**config.mk**
```make
export PLATFORM = sky130hd
export DESIGN_NAME = exec_unit
export DESIGN_NICKNAME = d
export VERILOG_FILES = /design/src/hdl/exec_pkg.sv /design/src/hdl/exec_unit.sv /design/src/hdl/file_ram.sv
export SDC_FILE = /design/constraint.sdc
export NUM_CORES = 1
export LEC_CHECK = 0
export ABC_CLOCK_PERIOD_IN_PS = 18600
export BUFFER_PORTS_ARGS = -buffer_cell sky130_fd_sc_hd__buf_2
export CAP_MARGIN = 40
export CELL_PAD_IN_SITES_DETAIL_PLACEMENT = 0
export CELL_PAD_IN_SITES_GLOBAL_PLACEMENT = 1
export CORE_UTILIZATION = 55
export DETAILED_ROUTE_END_ITERATION = 12
export PLACE_DENSITY_LB_ADDON = 0.1
export SYNTH_ARGS = -nofsm -noshare
export SYNTH_HDL_FRONTEND = slang
export SYNTH_HIERARCHICAL = 1
export SYNTH_SLANG_ARGS = --single-unit
```
**constraint.sdc**
```tcl
create_clock -name hclk -period 18.6 [get_ports hclk]
set_input_delay 2.79 -clock hclk [delete_from_list [all_inputs] [get_ports hclk]]
set_output_delay 2.79 -clock hclk [all_outputs]
set_load 0.03 [all_outputs]
```
**src/hdl/exec_pkg.sv**
```systemverilog
// Shared constants and types for the subtract/swap/xor/sleep execution unit
package exec_pkg;

  // Register byte offsets on the AHB-Lite port
  localparam logic [11:0] OFS_CMD       = 12'h000;
  localparam logic [11:0] OFS_WORK      = 12'h004;
  localparam logic [11:0] OFS_STATUS    = 12'h008;
  localparam logic [11:0] OFS_DIR       = 12'h00C;
  localparam logic [11:0] OFS_WATCHDOG  = 12'h010;
  localparam logic [11:0] OFS_FILE_BASE = 12'h200;
  localparam logic [11:0] OFS_FILE_LAST = 12'h3FC;

  // Command word fields
  localparam int CMD_OP_LSB   = 0;
  localparam int CMD_OPND_LSB = 8;
  localparam int CMD_DEST_BIT = 16;

  // Status word fields
  localparam int ST_C_BIT          = 0;
  localparam int ST_HALF_CARRY_BIT = 1;
  localparam int ST_Z_BIT          = 2;
  localparam int ST_POWER_DOWN_BIT = 3;
  localparam int ST_EXPIRY_BIT     = 4;
  localparam int ST_SLEEP_BIT      = 5;
  localparam int ST_BUSY_BIT       = 6;

  // Reset and load values, direction port selects and file depth
  localparam logic [7:0] WORK_RST     = 8'h00;
  localparam logic [7:0] DIR_RST      = 8'hFF;
  localparam logic [7:0] WATCHDOG_CLR = 8'h00;
  localparam logic [7:0] PORT_A_SEL   = 8'h05;
  localparam logic [7:0] PORT_B_SEL   = 8'h06;
  localparam logic [7:0] PORT_C_SEL   = 8'h07;
  localparam int         FILE_DEPTH   = 128;

  // Operation codes carried in the command word
  typedef enum logic [2:0] {
    OP_SLEEP = 3'h0, OP_SUBLIT = 3'h1, OP_SUBFILE = 3'h2, OP_SUBBORROW = 3'h3,
    OP_SWAP  = 3'h4, OP_DIR    = 3'h5, OP_XORLIT  = 3'h6, OP_XORFILE   = 3'h7
  } op_type;

  typedef struct packed {
    logic       dest;
    logic [7:0] operand;
    op_type     op;
  } cmd_type;

  typedef struct packed {
    logic expiry;
    logic power_down;
    logic z;
    logic half_carry;
    logic c;
  } flags_type;

  typedef struct packed {
    logic [7:0] port_c;
    logic [7:0] port_b;
    logic [7:0] port_a;
  } dir_type;

endpackage

```
**src/hdl/exec_unit.sv**
```systemverilog
// Execution unit for sleep, subtract, nibble swap, direction load and xor, with AHB-Lite access
`timescale 1ns/1ps
module exec_unit
  import exec_pkg::*;
#(
  parameter int ADDR_W  = 12,
  parameter int PRESC_W = 8
) (
  // Clock and reset
  input  wire logic              hclk,
  input  wire logic              hresetn,
  // AHB-Lite slave
  input  wire logic              hsel,
  input  wire logic [ADDR_W-1:0] haddr,
  input  wire logic [1:0]        htrans,
  input  wire logic              hwrite,
  input  wire logic [2:0]        hsize,
  input  wire logic              hready,
  input  wire logic [31:0]       hwdata,
  output logic                   hreadyout,
  output logic                   hresp,
  output logic      [31:0]       hrdata,
  // Core side
  input  wire logic              wake_req,
  output exec_pkg::dir_type      dir_out,
  output logic                   sleeping
);
  import exec_pkg::*;

  generate
    if (ADDR_W < 12 || PRESC_W < 1 || PRESC_W > 24) begin : g_bad_param
      $error("exec_unit parameters out of range");
    end
  endgenerate

  // Execution sequence, one-hot
  typedef enum logic [2:0] {
    ST_IDLE  = 3'b001,
    ST_FETCH = 3'b010,
    ST_EXEC  = 3'b100
  } state_type;

  // Operations that read the file register
  function automatic logic reads_file(input op_type op);
    return (op == OP_SUBFILE) || (op == OP_SUBBORROW) || (op == OP_SWAP) || (op == OP_XORFILE);
  endfunction

  // Borrow-style subtract: a - b - !cin, with carry and digit carry as not-borrow
  function automatic logic [9:0] sub8(input logic [7:0] a, input logic [7:0] b, input logic cin);
    logic [8:0] full;
    logic [4:0] half;
    full = {1'b0, a} + {1'b0, ~b} + {8'h00, cin};
    half = {1'b0, a[3:0]} + {1'b0, ~b[3:0]} + {4'h0, cin};
    return {full[8], half[4], full[7:0]};
  endfunction

  state_type            state_ff, nxt_state;
  cmd_type              cmd_ff, nxt_cmd;
  flags_type            flags_ff, nxt_flags;
  dir_type              dir_ff, nxt_dir;
  logic [7:0]           work_ff, nxt_work;
  logic [7:0]           wdog_ff, nxt_wdog;
  logic [PRESC_W-1:0]   presc_ff, nxt_presc;
  logic                 sleep_ff, nxt_sleep;
  logic                 dph_ff, nxt_dph;
  logic                 dwr_ff, nxt_dwr;
  logic [ADDR_W-1:0]    daddr_ff, nxt_daddr;
  logic                 rdwait_ff, nxt_rdwait;
  logic                 busy;
  logic                 in_file;
  logic                 wr_done;
  logic [6:0]           mem_addr;
  logic                 mem_we;
  logic [7:0]           mem_wdata;
  logic [7:0]           mem_rdata;
  logic [9:0]           sub_res;
  logic [7:0]           result;
  logic                 to_file;

  assign busy    = !state_ff[0];
  assign in_file = (daddr_ff[11:0] >= OFS_FILE_BASE) && (daddr_ff[11:0] <= OFS_FILE_LAST);

  // Bus stalls while an operation runs so the memory port is never shared
  always_comb begin
    hreadyout = 1'b1;
    if (dph_ff && (busy || (!dwr_ff && in_file && !rdwait_ff))) begin
      hreadyout = 1'b0;
    end
  end
  assign hresp   = 1'b0;
  assign wr_done = dph_ff && dwr_ff && hreadyout;

  // Address phase capture and file read wait state
  always_comb begin
    nxt_dph    = dph_ff;
    nxt_dwr    = dwr_ff;
    nxt_daddr  = daddr_ff;
    nxt_rdwait = 1'b0;
    if (dph_ff && !hreadyout) begin
      nxt_rdwait = !busy;
    end
    if (hready) begin
      nxt_dph   = hsel && htrans[1];
      nxt_dwr   = hwrite;
      nxt_daddr = haddr;
    end
  end

  always_ff @(posedge hclk or negedge hresetn) begin
    if (!hresetn) begin
      dph_ff    <= 1'b0;
      dwr_ff    <= 1'b0;
      daddr_ff  <= '0;
      rdwait_ff <= 1'b0;
    end else begin
      dph_ff    <= nxt_dph;
      dwr_ff    <= nxt_dwr;
      daddr_ff  <= nxt_daddr;
      rdwait_ff <= nxt_rdwait;
    end
  end

  // Read mux; file data is the memory's registered output
  always_comb begin
    hrdata = 32'h0000_0000;
    if (in_file) begin
      hrdata[7:0] = mem_rdata;
    end else begin
      unique case (daddr_ff[11:0])
        OFS_CMD: begin
          // Fields go back to their bus positions, not the struct's packing
          hrdata[CMD_OP_LSB +: 3]   = cmd_ff.op;
          hrdata[CMD_OPND_LSB +: 8] = cmd_ff.operand;
          hrdata[CMD_DEST_BIT]      = cmd_ff.dest;
        end
        OFS_WORK:     hrdata[7:0] = work_ff;
        OFS_STATUS:   hrdata[6:0] = {busy, sleep_ff, flags_ff};
        OFS_DIR:      hrdata[23:0] = dir_ff;
        OFS_WATCHDOG: hrdata[PRESC_W+7:0] = {presc_ff, wdog_ff};
        default:      hrdata = 32'h0000_0000;
      endcase
    end
  end

  // Arithmetic and result selection for the operation in execution
  always_comb begin
    logic [7:0] minuend;
    minuend = (cmd_ff.op == OP_SUBLIT) ? cmd_ff.operand : mem_rdata;
    sub_res = sub8(minuend, work_ff, (cmd_ff.op == OP_SUBBORROW) ? flags_ff.c : 1'b1);
    unique case (cmd_ff.op)
      OP_SWAP:    result = {mem_rdata[3:0], mem_rdata[7:4]};
      OP_XORLIT:  result = work_ff ^ cmd_ff.operand;
      OP_XORFILE: result = work_ff ^ mem_rdata;
      default:    result = sub_res[7:0];
    endcase
    to_file = reads_file(cmd_ff.op) && cmd_ff.dest;
  end

  // Memory port: execution owns it while busy, the bus otherwise
  always_comb begin
    mem_addr  = daddr_ff[8:2];
    mem_we    = wr_done && in_file;
    mem_wdata = hwdata[7:0];
    if (busy) begin
      mem_addr  = cmd_ff.operand[6:0];
      mem_we    = state_ff[2] && to_file;
      mem_wdata = result;
    end
  end

  file_ram #(
    .DEPTH (FILE_DEPTH),
    .AW    (7)
  ) u_file_ram (
    .clk      (hclk),
    .addr     (mem_addr),
    .we       (mem_we),
    .wdata    (mem_wdata),
    .rdata_ff (mem_rdata)
  );

  // Sequencer, working register, flags, direction registers and watchdog
  always_comb begin
    nxt_state = state_ff;
    nxt_cmd   = cmd_ff;
    nxt_flags = flags_ff;
    nxt_dir   = dir_ff;
    nxt_work  = work_ff;
    nxt_sleep = sleep_ff;
    nxt_wdog  = wdog_ff;
    nxt_presc = presc_ff;
    // Watchdog only advances while the clock runs; sleep freezes it
    if (!sleep_ff) begin
      nxt_presc = presc_ff + {{(PRESC_W-1){1'b0}}, 1'b1};
      if (&presc_ff) begin
        nxt_wdog = wdog_ff + 8'h01;
      end
    end else if (wake_req) begin
      nxt_sleep = 1'b0;
    end
    // Software writes; only reachable when idle, since the bus stalls otherwise
    if (wr_done && !in_file) begin
      unique case (daddr_ff[11:0])
        OFS_CMD: begin
          // A halted core drops commands rather than queueing them
          if (!sleep_ff) begin
            nxt_cmd.op      = op_type'(hwdata[CMD_OP_LSB +: 3]);
            nxt_cmd.operand = hwdata[CMD_OPND_LSB +: 8];
            nxt_cmd.dest    = hwdata[CMD_DEST_BIT];
            nxt_state       = reads_file(op_type'(hwdata[CMD_OP_LSB +: 3])) ? ST_FETCH : ST_EXEC;
          end
        end
        OFS_WORK: nxt_work = hwdata[7:0];
        OFS_STATUS: begin
          nxt_flags.c          = hwdata[ST_C_BIT];
          nxt_flags.half_carry = hwdata[ST_HALF_CARRY_BIT];
          nxt_flags.z          = hwdata[ST_Z_BIT];
        end
        default: nxt_state = state_ff;
      endcase
    end
    unique case (state_ff)
      ST_IDLE:  nxt_state = nxt_state;
      ST_FETCH: nxt_state = ST_EXEC;
      ST_EXEC: begin
        nxt_state = ST_IDLE;
        unique case (cmd_ff.op)
          OP_SLEEP: begin
            nxt_wdog              = WATCHDOG_CLR;
            nxt_presc             = '0;
            nxt_flags.expiry      = 1'b1;
            nxt_flags.power_down  = 1'b0;
            nxt_sleep             = 1'b1;
          end
          OP_DIR: begin
            if (cmd_ff.operand == PORT_A_SEL) nxt_dir.port_a = work_ff;
            if (cmd_ff.operand == PORT_B_SEL) nxt_dir.port_b = work_ff;
            if (cmd_ff.operand == PORT_C_SEL) nxt_dir.port_c = work_ff;
          end
          OP_SWAP: begin
            if (!to_file) nxt_work = result;
          end
          OP_XORLIT, OP_XORFILE: begin
            if (!to_file) nxt_work = result;
            nxt_flags.z = (result == 8'h00);
          end
          default: begin
            if (!to_file) nxt_work = result;
            nxt_flags.c  = sub_res[9];
            nxt_flags.half_carry = sub_res[8];
            nxt_flags.z  = (result == 8'h00);
          end
        endcase
      end
      default: nxt_state = ST_IDLE;
    endcase
  end

  always_ff @(posedge hclk or negedge hresetn) begin
    if (!hresetn) begin
      state_ff <= ST_IDLE;
      cmd_ff   <= '0;
      flags_ff <= 5'b11000;
      dir_ff   <= {DIR_RST, DIR_RST, DIR_RST};
      work_ff  <= WORK_RST;
      sleep_ff <= 1'b0;
      wdog_ff  <= WATCHDOG_CLR;
      presc_ff <= '0;
    end else begin
      state_ff <= nxt_state;
      cmd_ff   <= nxt_cmd;
      flags_ff <= nxt_flags;
      dir_ff   <= nxt_dir;
      work_ff  <= nxt_work;
      sleep_ff <= nxt_sleep;
      wdog_ff  <= nxt_wdog;
      presc_ff <= nxt_presc;
    end
  end

  assign dir_out  = dir_ff;
  assign sleeping = sleep_ff;
endmodule

```
**src/hdl/file_ram.sv**
```systemverilog
// Register file memory with a registered read port
`timescale 1ns/1ps
module file_ram #(
  parameter int DEPTH  = 128,
  parameter int AW     = 7
) (
  // Clock
  input  wire logic          clk,
  // Single access port
  input  wire logic [AW-1:0] addr,
  input  wire logic          we,
  input  wire logic [7:0]    wdata,
  output logic      [7:0]    rdata_ff
);

  logic [7:0] mem [DEPTH];

  generate
    if (DEPTH > (1 << AW)) begin : g_bad_depth
      $error("file_ram depth exceeds address range");
    end
  endgenerate

  // Contents hold no reset, so no reset port is needed
  always_ff @(posedge clk) begin
    if (we) begin
      mem[addr] <= wdata;
    end
    rdata_ff <= mem[addr];
  end

endmodule
```
==> metrics <==
status finished, final reports clean; Worst Path Buf+Inv 1; CTS Buffer Depth 3; Finished Layout Cells 4238; Post-DP HPWL 79820 um; I/O pin count 114; most common cell in the netlist edfxtp_1; DRT iter0 DRCs 3297; Post-synth top flop edfxtp_1; Final Hold Viols 0; RSZ-0062 raised after global routing no; DR pass1 iterations 6; Rows 105; pre-CTS WS 12.99 ns; gr ovfl total 0; Highest Clock Rate 162.3 MHz; antenna violations before repair 2; Synth top area share 67.45%; relative slew slack 33.41%; critical path launch point daddr_ff[1]$_DFFE_PN0P_; critical path arrival 3.37 ns; final period utilization 33.13%; internal power 0.004192 W; register area share after synthesis 72.42%; first-pass GRT wire length 195200 um; Post-Synthesis Cells 2974; clock share of power 39.4%; footprint of the multi-input gates 0.01145 sq mm; die width 289.9 um; CP Class flop to primary output; Hold Buf Count CTS 0; die area 0.08405 sq mm; layout cells sized above 1 17.56%; Flop pwr share 49.4%; clk_skew 0.03564 ns; GPL Wtd Cong 0.9071; clock buffer count from CTS 113; Slew Limit Fails 0; warnings from Yosys 6; crit-path cells nor4_4 -> nand3_1 -> nor2_1 -> and3_1 -> a222oi_1 -> a21oi_1 -> buf_2; Peak VDD IR 0.08481 mV; post-synth top area cell edfxtp_1; CP endpoint kind primary output; crit-path leading delay family simple AND/OR/NAND/NOR gates; FF+latch area 0.03302 sq mm; Syn Std Cell Area 0.04559 sq mm; CTS tree done; clock root buffer clkbuf_16; Total Power 0.005602 W; fill cell count 6040; Sw Pwr 0.001410 W; clock insertion delay at the later pin of the skew report 0.69 ns; LEAKAGE 16.99 nW; Post-Route WL 133900 um; top cells by count, synth edfxtp_1, nor2_1, a221oi_1; CP max stage delay 0.76 ns; CTS resizes 0; CP max stage cell and3_1; Initial Util 55.52%; Die H 289.9 um; worst reg2reg path startpoint state_ff[0]$_DFFE_PN1P_; Net Sw Frac 25.17%; Clock Sinks 1115; post-CTS setup buffer count 0; Total GRT Usage 31.77%; core area 0.08211 sq mm; combinational share of power 11.1%; Max-Cap Viols 0; post-route setup slack 12.44 ns; mean post-synth cell area 15.33 sq um; Power Density 109.8 mW/mm^2; vias in the first global route 28260; Final min period 6.162 ns; vias 28710; crit path max fanout 22; Post-synth EDFFs 1024; H-tree depth 3; Layout Nets 3137; Port Buffers 85; antenna viol nets, final 0; CP Data Required Time 15.81 ns; Hold Path Class flop to flop; post-route DRC violation count 0; Worst setup SP type flop; Post-synth ARST share 7.444%; DP Cell Count 4020; Setup violations, final 0; Yosys reg bits 1115; Worst-path clk slew 0.07 ns; Synth cell types 88; Tightest Pin Transition 0.9859 ns; setup TNS 0 ns; synth top area cells edfxtp_1, a221oi_1, dfrtp_1, mux2_2, nor2_1; Wirelength per Cell 31.60 um; vias per inst 6.774; largest net degree at the start of global routing 94; hold_sp flags_ff[3]$_DFFE_PN1P_; Syn-to-layout area delta 11.86%
==> sequential cells by signal, indices dropped and copies added, names as in the netlist, 4 cells and up <==
register and cells:
presc_ff 8, cmd_ff 12, wdog_ff 8, work_ff 8, u_file_ram/rdata_ff 8, flags_ff 4, dir_out 24, daddr_ff 12
u_file_ram/mem 1024
==> power groups by stage <==
stage	logic, W	clock network [W]	registers, W
floorplan	0.000384	0	0.00281
global placement	0.000594	0	0.00282
detailed placement	0.000608	0	0.00282
CTS	0.000610	0.00223	0.00277
global route	0.000654	0.00233	0.00277
finish	0.000623	0.00221	0.00277
==> placed cells by master (no fill, tap or decap), types with 18 or more instances in the layout <==
cell type,count
nand2_1,131
dfstp_2,26
a221o_1,22
a222oi_1,18
o22ai_1,26
a221oi_1,222
buf_2,86
nand3_1,25
clkbuf_16,113
edfxtp_1,1024
nor2_1,288
nor3_1,22
mux2i_1,82
inv_1,25
a22o_1,44
dfrtp_1,57
mux2_2,117
clkbuf_1,25
buf_4,99
o21ai_0,101
clkinv_1,34
a21oi_1,135
a22oi_1,78
==> per-stage QoR <==
stage	hold slack [ns]	util (%)	instance area, sq um
after CTS	0.4867	62.03	50930
final	0.4856	62.11	51000
after global routing	0.5023	62.10	50990
after floorplan	0.4652	-	45620
after global placement	0.4730	57.07	46860
after detailed placement	0.4752	57.64	47330
==> cell families after synthesis <==
family	share of synthesized area, %
AO/OA/AOI/OAI	12.48
flip-flops	72.42
XOR/XNOR	0.5379
AND/OR/NAND/NOR	5.741
adder cells (fa/ha/maj)	0.3348
other	0.008225
buffers and inverters	2.862
multiplexers	5.612
==> routing by layer <==
layer / track usage [%] / wire [um] / share of wire (%) / vias up
met4: 12.04 / 5150 / 3.8 / 0
met1: 44.23 / 53200 / 40 / 14700
met2: 49.51 / 62410 / 47 / 1636
met5: 0 / 0 / 0 / -
li1: - / - / - / 12070
met3: 6.778 / 13160 / 9.8 / 306
==> final timing paths <==
check	endpoint	slack, ns	depth (start not counted)
worst max-delay path	hrdata[0]	12.44	7
worst min-delay path	flags_ff[3]$_DFFE_PN1P_	0.49	1
worst max register to register	u_file_ram/rdata_ff[0]$_DFF_P_	12.92	10
worst min register to register	flags_ff[3]$_DFFE_PN1P_	0.49	1
max in group asynchronous	flags_ff[3]$_DFFE_PN1P_	15.85	2
min in group asynchronous	work_ff[3]$_DFF_PN0_	2.09	1
==> layout make-up <==
class | count | area share [%]
Sequential cell | 1115 | 64.75
Multi-Input combinational cell | 1613 | 22.46
Clock buffer | 141 | 5.810
Timing Repair Buffer | 200 | 2.893
Tap cell | 1070 | 2.625
Clock inverter | 70 | 1.249
Inverter | 28 | 0.2085
Antenna cell | 1 | 0.004907
Note: power is estimated with default switching activity, not from simulation.
